===== src/rtl/bfc_map.vh =====
// Constants for the buck fault and frequency control block
`ifndef BFC_MAP_VH
`define BFC_MAP_VH
`define BFC_CLK_KHZ 20000
`define BFC_VCODE_065 11'h0A7
`define BFC_VCODE_110 11'h11A
`define BFC_VCODE_132 11'h152
`define BFC_FSW_050_KHZ 11'h1F4
`define BFC_FSW_100_KHZ 11'h3E8
`define BFC_FSW_125_KHZ 11'h4E2
`define BFC_FSW_150_KHZ 11'h5DC
`define BFC_FSW_COT_KHZ 11'h1D6
`define BFC_VCODE_060 11'h09A
`define BFC_OVP_DLY_NS 5000
`define BFC_OVP_DLY_CYC ((`BFC_OVP_DLY_NS * `BFC_CLK_KHZ) / 1000000)
`define BFC_TON_MIN_NS 100
`define BFC_TON_MIN_CYC ((`BFC_TON_MIN_NS * `BFC_CLK_KHZ + 999999) / 1000000)
`define BFC_HICCUP_CYC 20000
`define BFC_OVL_BP1 12'h41E
`define BFC_OVL_BP2 12'h44D
`define BFC_OVL_BP3 12'h47C
`define BFC_OVL_105 2'h0
`define BFC_OVL_110 2'h1
`define BFC_OVL_115 2'h2
`define BFC_OVL_120 2'h3
`define BFC_OVL_RST 12'h4B3
`define BFC_OT_FIXED 8'h91
`define BFC_OT_RST 8'h96
`define BFC_OTACT_IGNORE 1'h0
`define BFC_SOFTSTART_LOW 11'h010
`endif


===== src/rtl/bfc_core.v =====
// Fault protection and switching frequency control for a two-phase buck
// Contract
// - Powers up in constant on-time mode; PLL mode after enabling loop and enable cycle.
// - PLL mode picks 0.5/1.0/1.25/1.5 MHz from programmed output voltage.
// - Default mode switches at a fixed 470 kHz, whatever the output voltage.
// - During early start-up, control switch uses minimum on-time pulse.
// - High-side on-intervals of the two phases never overlap.
// - With default on/off setup, enable input turns regulation on and off.
// - Over-current fault when sync-switch current exceeds trip level.
// - Over-current immediately drops power-good and soft-start.
// - After over-current, sync switch stays on until current reaches zero.
// - Hiccup holds switches off for blanking time, then retries while fault persists.
// - Optionally, over-current latches shutdown instead of hiccup.
// - Over-voltage fault only after feedback stays high past qualification delay.
// - Over-voltage trip level rounds to 105, 110, 115 or 120 percent.
// - After reset, over-voltage trip level is 120 percent.
// - Over-voltage turns all switches off and drops power-good at once.
// - Over-voltage latch clears by supply or enable cycling, or by run-command fall when on/off setup is not default.
// - Voltage warnings and under-voltage fault come from digital telemetry compares.
// - Over-temperature trips at lower of fixed and programmable thresholds.
// - Above 145 degrees switching stops; auto-restart when it cools.
// - Programmable limit, 1 degree steps; action ignore or latch off.
// - Latched over-temperature clears by enable cycle, or by run-command fall when on/off setup is not default.
// - Reset programmable limit 150 degrees, action ignore.
// - Voltage code is 1/256 V per bit.
`timescale 1ns/1ps
`include "bfc_map.vh"
module bfc_core #(
  parameter HICCUP_CYC = `BFC_HICCUP_CYC
) (
  // Clock and reset
  input wire i_clk,
  input wire i_srst,
  // Control inputs
  input wire i_enable,
  input wire i_onoff_default,
  input wire i_pll_enable,
  input wire i_ocp_latch_mode,
  input wire i_run_cmd,
  // Programmed levels
  input wire [10:0] i_vout_code,
  input wire [5:0] i_current_trip_level,
  input wire [11:0] i_overvolt_trip_level,
  input wire [10:0] i_overvolt_alert_level,
  input wire [10:0] i_undervolt_alert_level,
  input wire [10:0] i_undervolt_trip_level,
  input wire [7:0] i_heat_trip_level,
  input wire i_heat_trip_action,
  input wire i_cfg_load,
  // Sensing
  input wire [5:0] i_sync_current,
  input wire i_sync_current_zero,
  input wire i_feedback_sense_over,
  input wire [10:0] i_vout_telemetry,
  input wire [7:0] i_temperature,
  input wire i_ss_level_low,
  // Power stage
  output reg o_hs_a,
  output reg o_ls_a,
  output reg o_hs_b,
  output reg o_ls_b,
  output reg o_soft_start_run,
  output reg o_power_good_out,
  // Status
  output reg o_pll_mode,
  output reg [10:0] o_fsw_khz,
  output reg [1:0] o_ov_sel,
  output reg o_overcurrent_guard,
  output reg o_overvoltage_guard,
  output reg o_heat_fault,
  output reg o_heat_latched,
  output reg o_ov_warn,
  output reg o_uv_warn,
  output reg o_uv_fault
);
  localparam ST_OFF = 5'h01;
  localparam ST_RUN = 5'h02;
  localparam ST_DRAIN = 5'h04;
  localparam ST_HICCUP = 5'h08;
  localparam ST_LATCH = 5'h10;
  localparam [14:0] HIC_LAST = HICCUP_CYC[14:0] - 15'h0001;
  // Cycle counts are worked out as integers, then cut to counter width
  localparam integer OVP_DLY = `BFC_OVP_DLY_CYC;
  localparam integer TON_CYC = `BFC_TON_MIN_CYC;
  localparam [7:0] OVP_LAST = OVP_DLY[7:0] - 8'h01;
  localparam [7:0] TON_MIN = TON_CYC[7:0];
  localparam [7:0] PER_DIV = 8'h14;

  reg [4:0] state_reg;
  reg [4:0] state_next;
  reg en_d_reg;
  reg run_d_reg;
  reg [14:0] hic_cnt_reg;
  reg [7:0] ovp_cnt_reg;
  reg [1:0] ov_sel_next;
  reg [7:0] heat_lim_reg;
  reg heat_act_reg;
  reg [1:0] ov_cfg_reg;
  reg [7:0] ph_cnt_reg;
  reg [7:0] period_reg;
  reg [7:0] period_next;
  reg ph_sel_reg;
  wire en_rise;
  wire en_fall;
  wire run_fall;
  wire run_req;
  wire oc_hit;
  wire ovp_hit;
  wire hot_fixed;
  wire hot_prog;
  wire [7:0] ton;

  assign en_rise = i_enable & ~en_d_reg;
  assign en_fall = ~i_enable & en_d_reg;
  // Only a falling command releases a latch, so a held level cannot re-arm
  assign run_fall = ~i_run_cmd & run_d_reg;
  // Run-control command stands in for enable when on/off setup is not default
  assign run_req = i_onoff_default ? i_enable : i_run_cmd;
  assign oc_hit = i_sync_current > i_current_trip_level;
  assign ovp_hit = i_feedback_sense_over & (ovp_cnt_reg == OVP_LAST);
  assign hot_fixed = i_temperature > `BFC_OT_FIXED;
  assign hot_prog = (heat_act_reg != `BFC_OTACT_IGNORE) &&
    (i_temperature > heat_lim_reg);
  // Soft-start ramp too low: shortest on-time only
  assign ton = i_ss_level_low ? TON_MIN :
    {1'b0, period_reg[7:1]} - 8'h02;

  // Over-voltage rounding; the code is percent times ten
  always @* begin
    if (i_overvolt_trip_level <= `BFC_OVL_BP1)
      ov_sel_next = `BFC_OVL_105;
    else if (i_overvolt_trip_level <= `BFC_OVL_BP2)
      ov_sel_next = `BFC_OVL_110;
    else if (i_overvolt_trip_level <= `BFC_OVL_BP3)
      ov_sel_next = `BFC_OVL_115;
    else
      ov_sel_next = `BFC_OVL_120;
  end

  // Frequency choice; codes are 1/256 V per bit
  always @* begin
    if (!o_pll_mode)
      period_next = 8'h2A;
    else if (i_vout_code < `BFC_VCODE_065)
      period_next = 8'h28;
    else if (i_vout_code <= `BFC_VCODE_110)
      period_next = PER_DIV;
    else if (i_vout_code <= `BFC_VCODE_132)
      period_next = 8'h10;
    else
      period_next = 8'h0D;
  end

  always @* begin
    state_next = state_reg;
    case (state_reg)
      ST_OFF: begin
        if (run_req && !hot_fixed)
          state_next = ST_RUN;
      end
      ST_RUN: begin
        if (!run_req)
          state_next = ST_OFF;
        else if (ovp_hit || (hot_prog && i_heat_trip_action))
          state_next = ST_LATCH;
        else if (oc_hit)
          state_next = ST_DRAIN;
        else if (hot_fixed)
          state_next = ST_OFF;
      end
      ST_DRAIN: begin
        if (ovp_hit)
          state_next = ST_LATCH;
        else if (i_sync_current_zero)
          state_next = i_ocp_latch_mode ? ST_LATCH : ST_HICCUP;
      end
      ST_HICCUP: begin
        if (ovp_hit)
          state_next = ST_LATCH;
        else if (hic_cnt_reg == HIC_LAST)
          state_next = ST_OFF;
      end
      ST_LATCH: begin
        if (en_fall || (!i_onoff_default && run_fall))
          state_next = ST_OFF;
      end
      default: state_next = ST_OFF;
    endcase
  end

  always @(posedge i_clk) begin
    if (i_srst) begin
      state_reg <= ST_OFF;
      en_d_reg <= 1'b0;
      run_d_reg <= 1'b0;
      hic_cnt_reg <= 15'h0000;
      ovp_cnt_reg <= 8'h00;
      o_pll_mode <= 1'b0;
      ov_cfg_reg <= `BFC_OVL_120;
      heat_lim_reg <= `BFC_OT_RST;
      heat_act_reg <= `BFC_OTACT_IGNORE;
      o_heat_latched <= 1'b0;
      period_reg <= 8'h2A;
      ph_cnt_reg <= 8'h00;
      ph_sel_reg <= 1'b0;
    end else begin
      state_reg <= state_next;
      en_d_reg <= i_enable;
      run_d_reg <= i_run_cmd;
      // Mode change only on an enable edge, never mid-conversion while enable controls on/off
      if (en_rise)
        o_pll_mode <= i_pll_enable;
      if (i_cfg_load) begin
        ov_cfg_reg <= ov_sel_next;
        heat_lim_reg <= i_heat_trip_level;
        heat_act_reg <= i_heat_trip_action;
      end
      // Counter runs only in hiccup, so each new fault gets the full blank
      if (state_reg == ST_HICCUP)
        hic_cnt_reg <= hic_cnt_reg + 15'h0001;
      else
        hic_cnt_reg <= 15'h0000;
      // Any drop of the comparator restarts qualification, filtering glitches
      if (!i_feedback_sense_over)
        ovp_cnt_reg <= 8'h00;
      else if (ovp_cnt_reg != OVP_LAST)
        ovp_cnt_reg <= ovp_cnt_reg + 8'h01;
      if (state_next == ST_LATCH && state_reg != ST_LATCH)
        o_heat_latched <= hot_prog;
      else if (state_next == ST_OFF)
        o_heat_latched <= 1'b0;
      // Alternate phases each half period so high sides never overlap
      if (ph_cnt_reg >= {1'b0, period_reg[7:1]} - 8'h01) begin
        ph_cnt_reg <= 8'h00;
        ph_sel_reg <= ~ph_sel_reg;
        period_reg <= period_next;
      end else
        ph_cnt_reg <= ph_cnt_reg + 8'h01;
    end
  end

  always @(posedge i_clk) begin
    if (i_srst) begin
      o_hs_a <= 1'b0;
      o_ls_a <= 1'b0;
      o_hs_b <= 1'b0;
      o_ls_b <= 1'b0;
      o_soft_start_run <= 1'b0;
      o_power_good_out <= 1'b0;
      o_fsw_khz <= 11'h000;
      o_ov_sel <= `BFC_OVL_120;
      o_overcurrent_guard <= 1'b0;
      o_overvoltage_guard <= 1'b0;
      o_heat_fault <= 1'b0;
      o_ov_warn <= 1'b0;
      o_uv_warn <= 1'b0;
      o_uv_fault <= 1'b0;
    end else begin
      o_ov_sel <= ov_cfg_reg;
      o_overcurrent_guard <= oc_hit;
      o_overvoltage_guard <= ovp_hit | (o_overvoltage_guard &
        (state_reg == ST_LATCH));
      // Ignore action leaves only the fixed trip in force
      o_heat_fault <= hot_fixed | hot_prog;
      // Telemetry compares
      o_ov_warn <= i_vout_telemetry > i_overvolt_alert_level;
      o_uv_warn <= i_vout_telemetry < i_undervolt_alert_level;
      o_uv_fault <= i_vout_telemetry < i_undervolt_trip_level;
      if (!o_pll_mode)
        o_fsw_khz <= `BFC_FSW_COT_KHZ;
      else if (i_vout_code < `BFC_VCODE_065)
        o_fsw_khz <= `BFC_FSW_050_KHZ;
      else if (i_vout_code <= `BFC_VCODE_110)
        o_fsw_khz <= `BFC_FSW_100_KHZ;
      else if (i_vout_code <= `BFC_VCODE_132)
        o_fsw_khz <= `BFC_FSW_125_KHZ;
      else
        o_fsw_khz <= `BFC_FSW_150_KHZ;
      // Any run-state exit clears the high sides in the same edge; drain turns the low sides on
      if (state_next == ST_RUN && state_reg == ST_RUN) begin
        o_hs_a <= ~ph_sel_reg & (ph_cnt_reg < ton);
        o_ls_a <= ~(~ph_sel_reg & (ph_cnt_reg < ton));
        o_hs_b <= ph_sel_reg & (ph_cnt_reg < ton);
        o_ls_b <= ~(ph_sel_reg & (ph_cnt_reg < ton));
      end else begin
        o_hs_a <= 1'b0;
        o_hs_b <= 1'b0;
        o_ls_a <= (state_next == ST_DRAIN);
        o_ls_b <= (state_next == ST_DRAIN);
      end
      o_soft_start_run <= (state_next == ST_RUN);
      o_power_good_out <= (state_next == ST_RUN) && (state_reg == ST_RUN) &&
        !i_ss_level_low && !hot_prog;
    end
  end
endmodule


===== config.mk =====
export PLATFORM = sky130hd
export DESIGN_NAME = bfc_core
export DESIGN_NICKNAME = d
export VERILOG_FILES = /design/src/rtl/bfc_core.v
export VERILOG_INCLUDE_DIRS = /design/src /design/src/rtl
export SDC_FILE = /design/constraint.sdc
export NUM_CORES = 1
export LEC_CHECK = 0
export ABC_CLOCK_PERIOD_IN_PS = 5050
export BUFFER_PORTS_ARGS = -buffer_cell sky130_fd_sc_hd__buf_2
export CORE_MARGIN = 8
export CORE_UTILIZATION = 50
export DETAILED_ROUTE_END_ITERATION = 16
export PLACE_DENSITY = 0.81
export SLEW_MARGIN = 25
export SYNTH_ARGS = -nofsm -noshare
export SYNTH_HDL_FRONTEND = slang
export SYNTH_SLANG_ARGS = --single-unit

===== constraint.sdc =====
create_clock -name i_clk -period 5.05 [get_ports i_clk]
set_input_delay 0.505 -clock i_clk [delete_from_list [all_inputs] [get_ports i_clk]]
set_output_delay 0.505 -clock i_clk [all_outputs]
set_load 0.01 [all_outputs]

==> out/summary.txt, run 1 <==
worst min-delay path class = in -> reg
starting density of the core = 51.3%
worst flop-to-flop path endpoint = period_reg[2]
final wirelength = 12.1 mm
remaining global-route overflow = 0
worst slew pin tran = 579 ps
DR vias = 4420
area growth from synthesis to layout = 18.8%
Most used DFF post-synth = dfxtp_1
pin count of the biggest net entering global routing = 30
reg-to-reg startpoint = period_reg[3]
Worst Hold Launch = i_heat_trip_level[7]
Hold EP = heat_lim_reg[7]
number of nets with antenna violations after routing = 0
die width = 116 um
Routed WL per cell = 14.3 um
post-CTS sizing = 0
dpl ws = 2210 ps
initial antenna violation count = 3
First DRT Iteration DRCs = 249
Placeable Area = 0.00977 mm2
Setup violations, final = 0
Clk Latency, worst-skew pair = 350 ps
Fmax = 348 MHz
Post-Syn Instances = 577
post-CTS setup buffers = 0
GRT Util Overall = 18.2%
# nets final = 879
CP required = 5290 ps
hold bufs inserted after CTS = 0
pwr/cell area = 224 mW/mm2
Vert. Die Dim = 116 um
asr flop ratio synth = 0%
input/output buffers = 132
Ys Warns = 0
number of flip-flops in the largest register = 15
vias in the first global route = 4549
Hold Path Stages = 3
Critical Setup Path Class = reg -> reg
Max-cap violations = 0
Layout Cells excl Fill = 844
Cell Rows = 36
R2R depth = 10
hold slack = 373 ps
die area = 0.0135 mm2
layout cells sized above 1 = 25.4%
endpoints failing hold = 0
register area share after synthesis = 31.5%
reg2reg setup slack = 2170 ps
H-tree levels = 3
DRC viols = 0
syn avg cell area = 8.70 um2
startpoint types = flip-flop
minimum clock period after layout = 2880 ps
Filler Cells Inserted = 853
fin worst setup slack = 2170 ps
first-pass GRT wire length = 20.0 mm
CTS tree = built
clk root buf = clkbuf_8
#FFs+latches synth = 79
crit share post-route = 57.0%
Netlist Area Pre-Place = 0.00502 mm2
CP most frequent cell = ha_1
Pre-Repair DR Iteration Count = 5
crit path max fanout = 6
Post-Route Setup TNS = 0 ps
Crit. End Element = flip-flop
Boundary Pins = 134
synth unique cells = 73
Via density = 5.24
clk slew on worst S/H paths = 80 ps
max-slew violations = 0
Post-synth EDFFs = 0
CP max stage cell = a21boi_0
Detailed Place HPWL = 9.87 mm
Cell Chain, Critical Path = inv_1 > ha_1 > a21boi_0 > nand2_1 > ha_1 > a2111oi_4 > nand2b_1 > a21oi_2 > or2_1 > mux2_1
total CTS buffers = 9
synthesized net count = 750
Clock Skew = 9.51 ps
RSZ-0062 raised after global routing = no
status = finished, final reports clean
Leak Pwr = 2.85 nW
final RePlAce weighted congestion = 0.883
dpl cells = 828
Worst IR Drop VDD = 0.128 mV
Worst Path Arrival = 3110 ps
max_slew headroom = 61.4%
post-layout util = 61.0%
Max Buffers Root-to-Sink = 2
TritonCTS Sinks = 79
critical path's largest stage delay = 360 ps
==> kinds of logic (layout without fill, tap and decap cells) <==
family | Yosys count | in the layout | share of synthesized area (%)
muxes | 8 | 8 | 1.62
and+or+nand+nor | 205 | 205 | 22.0
adders and majority gates | 66 | 66 | 16.5
other | 1 | 2 | 0.0747
AOI/OAI and AO/OA | 108 | 108 | 16.7
buffers and inverters | 79 | 212 | 6.26
DFF | 79 | 79 | 31.5
xor gates and xnor gates | 31 | 31 | 5.41
==> metal layers <==
metal | track usage (%) | share of wire (%) | wire length (um)
met5 | 0 | 0.17 | 20
met4 | 4.41 | 1.2 | 144
met3 | 6.41 | 7.2 | 867
met2 | 31.4 | 49 | 5910
met1 | 21.0 | 42 | 5120
==> area by class of cell <==
type	count	area [um2]	share of cell area, %
Sequential cell	79	1580	26.5
Inverter	65	244	4.09
Tap cell	133	166	2.79
Clock buffer	9	124	2.08
Timing Repair Buffer	132	661	11.1
Antenna cell	1	2.50	0.0420
Multi-Input combinational cell	419	3120	52.4
Clock inverter	6	61.3	1.03
==> cells in the final DEF (no fill, tap or decap), types with 11 or more instances in the layout <==
master / count
nand3_1: 29
dfxtp_1: 79
nor2b_1: 12
xor2_1: 21
a21oi_1: 28
buf_2: 132
nor2_1: 60
ha_1: 66
inv_1: 64
nand4_1: 11
nand2_1: 30
and3_1: 13
==> worst max path at each step <==
stage | startpoint | to | slack [ps]
global placement | period_reg[2] | period_reg[2] | 2300
detailed placement | period_reg[3] | period_reg[2] | 2210
global route | period_reg[3] | period_reg[2] | 1980
finish | period_reg[3] | period_reg[2] | 2170
CTS | period_reg[3] | period_reg[2] | 2190
floorplan | period_reg[3] | period_reg[2] | 2460
==> metrics by stage <==
step / instance area (um2) / total power [W]
6_report: 5960 / 0.00134
5_1_grt: 5960 / 0.00141
4_1_cts: 5960 / 0.00135
3_5_place_dp: 5770 / 0.000898
3_3_place_gp: 5770 / 0.000887
2_1_floorplan: 5020 / 0.000806
==> cell usage after synthesis, types with 4 or more instances <==
cell      instances  share of area [%]
a21o_1            9                1.3
a21oi_1          28                2.8
a31oi_1           5               0.62
and3_1           13                1.6
buf_4             4               0.60
clkbuf_1          6               0.45
dfxtp_1          79                 32
ha_1             66                 16
inv_1            64                4.8
mux2i_1           7                1.4
nand2_1          30                2.2
nand2b_1          9                1.1
nand3_1          29                2.9
nand4_1          11                1.4
nor2_1           60                4.5
nor2b_1          12                1.5
nor3_1           10                1.0
o211ai_1          9                1.3
o21a_1            5               0.75
o21ai_0           9               0.90
o21ai_1          10                1.0
or2_2             4               0.50
or3_1             4               0.50
xnor2_1          10                1.7
xor2_1           21                3.7
==> critical path: cells and delay by family (launching register included) <==
kind,cells,cell delay [ps]
buf+inv,1,140
simple gates,3,480
fa+ha+maj,2,560
compound gates,3,900
mux,1,340
flops,1,350
==> report_power, final <==
group	internal, W	switching, W	total (W)
Clock	0.000225	0.000230	0.000454
Combinational	0.000109	0.000119	0.000228
Sequential	0.000641	0.0000138	0.000655
Note: power is estimated with default switching activity, not from simulation.
==> run 2, diff against run 1 <==
--- a/config.mk
+++ b/config.mk
@@ -6,12 +6,13 @@
 export SDC_FILE = /design/constraint.sdc
 export NUM_CORES = 1
 export LEC_CHECK = 0
-export ABC_CLOCK_PERIOD_IN_PS = 5050
+export ABC_AREA = 1
+export ABC_CLOCK_PERIOD_IN_PS = 2450
 export BUFFER_PORTS_ARGS = -buffer_cell sky130_fd_sc_hd__buf_2
 export CORE_MARGIN = 8
-export CORE_UTILIZATION = 50
+export CORE_UTILIZATION = 48
 export DETAILED_ROUTE_END_ITERATION = 16
-export PLACE_DENSITY = 0.81
+export PLACE_DENSITY = 0.82
 export SLEW_MARGIN = 25
 export SYNTH_ARGS = -nofsm -noshare
 export SYNTH_HDL_FRONTEND = slang
==> constraint.sdc (replaced) <==
create_clock -name i_clk -period 2.45 [get_ports i_clk]
set_input_delay 0.245 -clock i_clk [delete_from_list [all_inputs] [get_ports i_clk]]
set_output_delay 0.245 -clock i_clk [all_outputs]
set_load 0.01 [all_outputs]
==> run 2 against run 1 <==
Net effect:
- synthesized cell count rose by 22%
- highest routed layer unchanged
- design area rose by 1.3%
- utilization shrank 2.2 points
==> out/summary.txt, run 2 <==
reg-to-reg startpoint = period_reg[3] (unchanged)
first-pass GRT wire length = 21.0 mm (was 20.0 mm)
register area share after synthesis = 31.3% (was 31.5%)
sequential power share = 50.1% (was 49.0%)
status = finished, final reports clean (unchanged)
TritonCTS Sinks = 79 (unchanged)
asr flop ratio synth = 0% (unchanged)
input/output buffers = 132 (unchanged)
Diodes inserted = 0 (was 1)
clk root buf = clkbuf_8 (unchanged)
DR vias = 4892 (was 4420)
#FFs+latches synth = 79 (unchanged)
Detailed Place HPWL = 10.4 mm (was 9.87 mm)
Post-Syn Instances = 703 (was 577)
share of the synthesized area in the top cell type = 31.3% (was 31.5%)
max-slew violations = 0 (unchanged)
CP required = 2690 ps (was 5290 ps)
Routed WL per cell = 12.9 um (was 14.3 um)
final wirelength = 12.7 mm (was 12.1 mm)
Ys Warns = 0 (unchanged)
reg2reg setup slack = 140 ps (was 2170 ps)
Post-synth EDFFs = 0 (unchanged)
Critical Setup Path Class = reg -> reg (unchanged)
crit path max fanout = 7 (was 6)
remaining global-route overflow = 0 (unchanged)
Cell Rows = 37 (was 36)
synthesized net count = 876 (was 750)
RSZ-0062 raised after global routing = no (unchanged)
Net Sw Power = 0.000760 W (was 0.000362 W)
startpoint types = flip-flop (unchanged)
Via density = 4.98 (was 5.24)
initial antenna violation count = 2 (was 3)
clk slew on worst S/H paths = 80 ps (about the same)
total CTS buffers = 9 (unchanged)
GRT Util Overall = 17.8% (was 18.2%)
area occupied by multi-input gates = 0.00294 mm2 (was 0.00312 mm2)
Leak Pwr = 3.13 nW (was 2.85 nW)
worst flop-to-flop path endpoint = ph_sel_reg (was period_reg[2])
Post-Route Setup TNS = 0 ps (unchanged)
Synth area leader = dfxtp_1 (unchanged)
Pre-Repair DR Iteration Count = 5 (unchanged)
most common cell after layout, fill and taps aside = buf_2 (unchanged)
number of flip-flops in the largest register = 15 (unchanged)
CTS tree = built (unchanged)
worst min-delay path class = in -> reg (unchanged)
pwr/cell area = 444 mW/mm2 (was 224 mW/mm2)
worst setup path end = ph_sel_reg (was period_reg[2])
hold bufs inserted after CTS = 0 (unchanged)
Most used DFF post-synth = dfxtp_1 (unchanged)
DRC viols = 0 (unchanged)
starting density of the core = 49.2% (was 51.3%)
most common cell in the synthesized netlist = inv_1 (was dfxtp_1)
Boundary Pins = 134 (unchanged)
Clock Skew = 14.3 ps (was 9.51 ps)
syn avg cell area = 7.19 um2 (was 8.70 um2)
# nets final = 1015 (was 879)
Int Power = 0.00192 W (was 0.000975 W)
Netlist Area Pre-Place = 0.00505 mm2 (was 0.00502 mm2)
layout cells sized above 1 = 22.3% (was 25.4%)
top cells by area, synth = dfxtp_1 (31%), ha_1 (16%), inv_1 (9.1%), nand2_1 (8.8%), a21oi_1 (5.9%) (was dfxtp_1 (32%), ha_1 (16%), inv_1 (4.8%), nor2_1 (4.5%), xor2_1 (3.7%))
Max Buffers Root-to-Sink = 2 (unchanged)
Crit. End Element = flip-flop (unchanged)
H-tree levels = 3 (unchanged)
final RePlAce weighted congestion = 0.888 (was 0.883)
Cell Chain, Critical Path = inv_1 > ha_1 > inv_1 > a21oi_2 > xor2_1 > ha_1 > a21oi_1 > o21ai_0 > nand2_1 > nand3_1 > o21ai_0 > a21oi_1 (was inv_1 > ha_1 > a21boi_0 > nand2_1 > ha_1 > a2111oi_4 > nand2b_1 > a21oi_2 > or2_1 > mux2_1)
Fmax = 432 MHz (was 348 MHz)
clock share of power = 31.9% (was 34.0%)
critical path's largest stage delay = 340 ps (was 360 ps)
minimum clock period after layout = 2310 ps (was 2880 ps)
pin count of the biggest net entering global routing = 18 (was 30)
post-layout util = 58.8% (was 61.0%)
sw frac = 28.3% (was 27.1%)
crit share post-route = 94.5% (was 57.0%)
Filler Cells Inserted = 994 (was 853)
Max-cap violations = 0 (unchanged)
Worst IR Drop VDD = 0.234 mV (was 0.128 mV)
top cells by count, synth = inv_1 (122), nand2_1 (119), dfxtp_1 (79) (was dfxtp_1 (79), ha_1 (66), inv_1 (64))
vias in the first global route = 4779 (was 4549)
Clk Latency, worst-skew pair = 360 ps (was 350 ps)
Worst Setup SP = period_reg[3] (unchanged)
Worst Path Arrival = 2550 ps (was 3110 ps)
combinational power share = 18.0% (was 17.0%)
leading cell types in the layout, fill and taps excluded = buf_2 (132), inv_1 (122), nand2_1 (119), dfxtp_1 (79) (was buf_2 (132), dfxtp_1 (79), ha_1 (66), inv_1 (64), nor2_1 (60))
First DRT Iteration DRCs = 210 (was 249)
synth unique cells = 46 (was 73)
area growth from synthesis to layout = 19.5% (was 18.8%)
Placeable Area = 0.0103 mm2 (was 0.00977 mm2)
Vert. Die Dim = 119 um (was 116 um)
CP max stage cell = dfxtp_1 (was a21boi_0)
endpoints failing hold = 0 (unchanged)
R2R depth = 12 (was 10)
die area = 0.0141 mm2 (was 0.0135 mm2)
die width = 119 um (was 116 um)
Sequential Area = 0.00158 mm2 (unchanged)
Setup violations, final = 0 (unchanged)
number of nets with antenna violations after routing = 0 (unchanged)
run 2: layer usage:
metal | vias to the layer above | track usage, % | routed length (um)
met1 | 2136 | 20.4 | 5610
met4 | 4 | 6.88 | 229
li1 | 2581 | - | -
met3 | 24 | 5.14 | 871
met2 | 147 | 30.6 | 5920
met5 | - | 0 | 31
run 2: power by group through the flow:
stage | registers (W) | logic (W) | clock network (W)
after floorplan | 0.00138 | 0.000280 | 0
after global placement | 0.00137 | 0.000469 | 0
after detailed placement | 0.00138 | 0.000482 | 0
after CTS | 0.00135 | 0.000486 | 0.000871
after global routing | 0.00135 | 0.000554 | 0.000922
final | 0.00135 | 0.000482 | 0.000855
run 2: kinds of logic after synthesis:
group | synth area share, %
AO/OA/AOI/OAI | 13.3
AND/OR/NAND/NOR | 26.8
XOR/XNOR | 1.56
adder cells (fa/ha/maj) | 16.3
flip-flops | 31.3
other | 0.0742
buffers and inverters | 10.6
run 2: worst max-delay path: cells and delay by family, from the launching register on:
family / cells / cell delay [ps]
AO/OA/AOI/OAI: 5 / 720
buffers and inverters: 2 / 200
AND/OR/NAND/NOR: 2 / 300
XOR/XNOR: 1 / 170
adder cells (fa/ha/maj): 2 / 470
flip-flops: 1 / 340
run 2: what timing repair did:
item / 4_1_cts / 5_1_grt
gates resized for setup: 0 / 1
endpoints found under the setup margin: 0 / 10
buffers inserted: 0 / 0
run 2: area by class of cell:
type	instances	share of cell area, %
Inverter	132	8.20
Tap cell	136	2.82
Sequential cell	79	26.2
Timing Repair Buffer	136	11.4
Multi-Input combinational cell	484	48.6
Clock buffer	12	2.40
Clock inverter	3	0.331
run 2: worst min path at each step:
stage	start	endpoint	slack, ps	cells after the start
after floorplan	i_srst	o_soft_start_run	320	1
after global placement	ov_cfg_reg[1]	o_ov_sel[1]	410	2
after CTS	i_heat_trip_level[2]	heat_lim_reg[2]	80	3
after detailed placement	ov_cfg_reg[1]	o_ov_sel[1]	420	2
after global routing	i_run_cmd	run_d_reg	100	3
final	i_heat_trip_level[2]	heat_lim_reg[2]	90	3
run 2: through the flow:
step / setup WS (ps) / power (W) / hold WS, ps / cell area, um2 / std cells
floorplan: 387 / 0.00166 / 315 / 5050 / 703
global placement: 265 / 0.00184 / 408 / 5870 / 967
detailed placement: 156 / 0.00186 / 420 / 5870 / 967
CTS: 133 / 0.00270 / 81.4 / 6040 / 982
global route: 4.72 / 0.00283 / 95.3 / 6040 / 982
finish: 135 / 0.00268 / 93.2 / 6040 / 982
==> run 3, diff against run 2 <==
--- a/config.mk
+++ b/config.mk
@@ -11,6 +11,7 @@
 export BUFFER_PORTS_ARGS = -buffer_cell sky130_fd_sc_hd__buf_2
 export CORE_MARGIN = 8
 export CORE_UTILIZATION = 48
+export CTS_BUF_LIST = sky130_fd_sc_hd__clkbuf_16
 export DETAILED_ROUTE_END_ITERATION = 16
 export PLACE_DENSITY = 0.82
 export SLEW_MARGIN = 25
==> run 3 against run 2 <==
Net effect:
- sequential power is essentially flat
- global-route usage grew 0.32 points
- non-clock buffer count is the same
- power grew 12%
- flip-flop and latch count is the same
- combinational power is essentially flat
- die area is the same
- first-iteration DRC count shrank 1.9%
- register-to-register slack gained 50 ps
==> out/summary.txt, run 3 (same netlist as run 2, synthesis figures left out) <==
input/output buffers = 132 (unchanged)
Post-Route Setup TNS = 0 ps (unchanged)
number of flip-flops in the largest register = 15 (unchanged)
max-slew violations = 0 (unchanged)
DR vias = 4904 (was 4892)
Fmax = 441 MHz (was 432 MHz)
clk slew on worst S/H paths = 60 ps (was 80 ps)
Cell Rows = 37 (unchanged)
Vert. Die Dim = 119 um (unchanged)
Routed WL per cell = 13.0 um (was 12.9 um)
pwr/cell area = 491 mW/mm2 (was 444 mW/mm2)
final RePlAce weighted congestion = 0.888 (unchanged)
RSZ-0062 raised after global routing = no (unchanged)
vias in the first global route = 4843 (was 4779)
Leak Pwr = 3.18 nW (was 3.13 nW)
Detailed Place HPWL = 10.4 mm (unchanged)
DRC viols = 0 (unchanged)
CTS tree = built (unchanged)
Pre-Repair DR Iteration Count = 4 (was 5)
GRT Util Overall = 18.1% (was 17.8%)
starting density of the core = 49.2% (unchanged)
worst min-delay path class = in -> reg (unchanged)
area growth from synthesis to layout = 21.3% (was 19.5%)
number of nets with antenna violations after routing = 0 (unchanged)
H-tree levels = 3 (unchanged)
Placeable Area = 0.0103 mm2 (unchanged)
Clk Latency, worst-skew pair = 340 ps (was 360 ps)
First DRT Iteration DRCs = 206 (was 210)
startpoint types = flip-flop (unchanged)
crit share post-route = 92.5% (was 94.5%)
TritonCTS Sinks = 79 (unchanged)
Boundary Pins = 134 (unchanged)
Setup violations, final = 0 (unchanged)
die width = 119 um (unchanged)
status = finished, final reports clean (unchanged)
initial antenna violation count = 2 (unchanged)
final wirelength = 12.8 mm (was 12.7 mm)
endpoints failing hold = 0 (unchanged)
first-pass GRT wire length = 21.3 mm (was 21.0 mm)
critical path's largest stage delay = 330 ps (was 340 ps)
CP delay by family, top = compound AO/OA/AOI/OAI gates (unchanged)
Diodes inserted = 0 (unchanged)
WP buf/inv = 2 (unchanged)
layout cells sized above 1 = 22.2% (was 22.3%)
CP max stage cell = dfxtp_1 (unchanged)
crit path max fanout = 7 (unchanged)
clk root buf = clkbuf_16 (was clkbuf_8)
Layout Cells excl Fill = 982 (unchanged)
dpl cells = 967 (unchanged)
most common cell after layout, fill and taps aside = buf_2 (unchanged)
Via density = 4.99 (was 4.98)
Max Buffers Root-to-Sink = 2 (unchanged)
Worst Path Arrival = 2480 ps (was 2550 ps)
leading cell types in the layout, fill and taps excluded = buf_2 (132), inv_1 (124), nand2_1 (119), dfxtp_1 (79) (was buf_2 (132), inv_1 (122), nand2_1 (119), dfxtp_1 (79))
die area = 0.0141 mm2 (unchanged)
remaining global-route overflow = 0 (unchanged)
total CTS buffers = 9 (unchanged)
pin count of the biggest net entering global routing = 18 (unchanged)
minimum clock period after layout = 2270 ps (was 2310 ps)
Worst IR Drop VDD = 0.290 mV (was 0.234 mV)
CP required = 2670 ps (was 2690 ps)
# nets final = 1015 (unchanged)
Max-cap violations = 0 (unchanged)
Critical Setup Path Class = reg -> reg (unchanged)
Clock Skew = 8.08 ps (was 14.3 ps)
Cell Chain, Critical Path = inv_1 > ha_1 > inv_1 > a21oi_2 > xor2_1 > ha_1 > a21oi_1 > o21ai_0 > nand2_1 > nand3_1 > o21ai_0 > a21oi_1 (unchanged)
Crit. End Element = flip-flop (unchanged)
run 3: cell types whose count changed in the layout (fill, tap and decap cells not counted), sizes merged:
| cell | previous run | this run |
|---|---|---|
| clkbuf | 12 | 9 |
| inv | 131 | 133 |
| clkinv | 2 | 3 |
run 3: final cells by class:
| class | instances | area (um2) |
|---|---|---|
| well taps | 136 | 170 |
| inverters | 132 | 495 |
| clock inverters | 6 | 31.3 |
| clock buffers | 9 | 225 |
| flip-flops and latches | 79 | 1580 |
| repair buffers | 136 | 691 |
| fillers | 985 | 4140 |
| multi-input cells | 484 | 2940 |
run 3: final timing paths:
kind | from | endpoint | slack (ps) | cells past startpoint
worst max-delay path | period_reg[3] | ph_sel_reg | 180 | 12
worst min-delay path | i_heat_trip_level[2] | heat_lim_reg[2] | 110 | 3
worst max register to register | period_reg[3] | ph_sel_reg | 180 | 12
worst min register to register | ov_cfg_reg[1] | o_ov_sel[1] | 430 | 2
run 3: worst register-to-register path: cells and delay by family (launching register included):
kind	cells	cell delay (ps)
XOR/XNOR	1	170
buffers and inverters	2	190
flip-flops	1	330
adder cells (fa/ha/maj)	2	460
AO/OA/AOI/OAI	5	700
AND/OR/NAND/NOR	2	290
run 3: what timing repair did:
item                       in CTS  in global routing
hold buffers                    0                  0
setup endpoints to repair       0                  6
buffers inserted                0                  0
gates resized for setup         0                  1
run 3: per-stage QoR:
step	hold slack [ps]	setup WS, ps	area (um2)	util, %	total power, W
floorplan	315	387	5050	-	0.00166
global route	127	30.3	6130	59.7	0.00315
global placement	408	265	5870	57.1	0.00184
detailed placement	420	156	5870	57.1	0.00186
CTS	109	134	6130	59.6	0.00303
finish	114	184	6130	59.7	0.00301
run 3: power breakdown:
part,leakage (nW),internal (W),switching [W]
Sequential,0.645,0.00133,0.0000208
Combinational,2.41,0.000209,0.000276
Clock,0.127,0.000667,0.000511
run 3: per-layer routing:
metal	vias to the layer above	track usage [%]	routed length, um
li1	2579	-	-
met1	2146	20.4	5630
met2	145	31.1	6010
met3	30	4.90	803
met4	4	8.46	339
met5	-	0	31
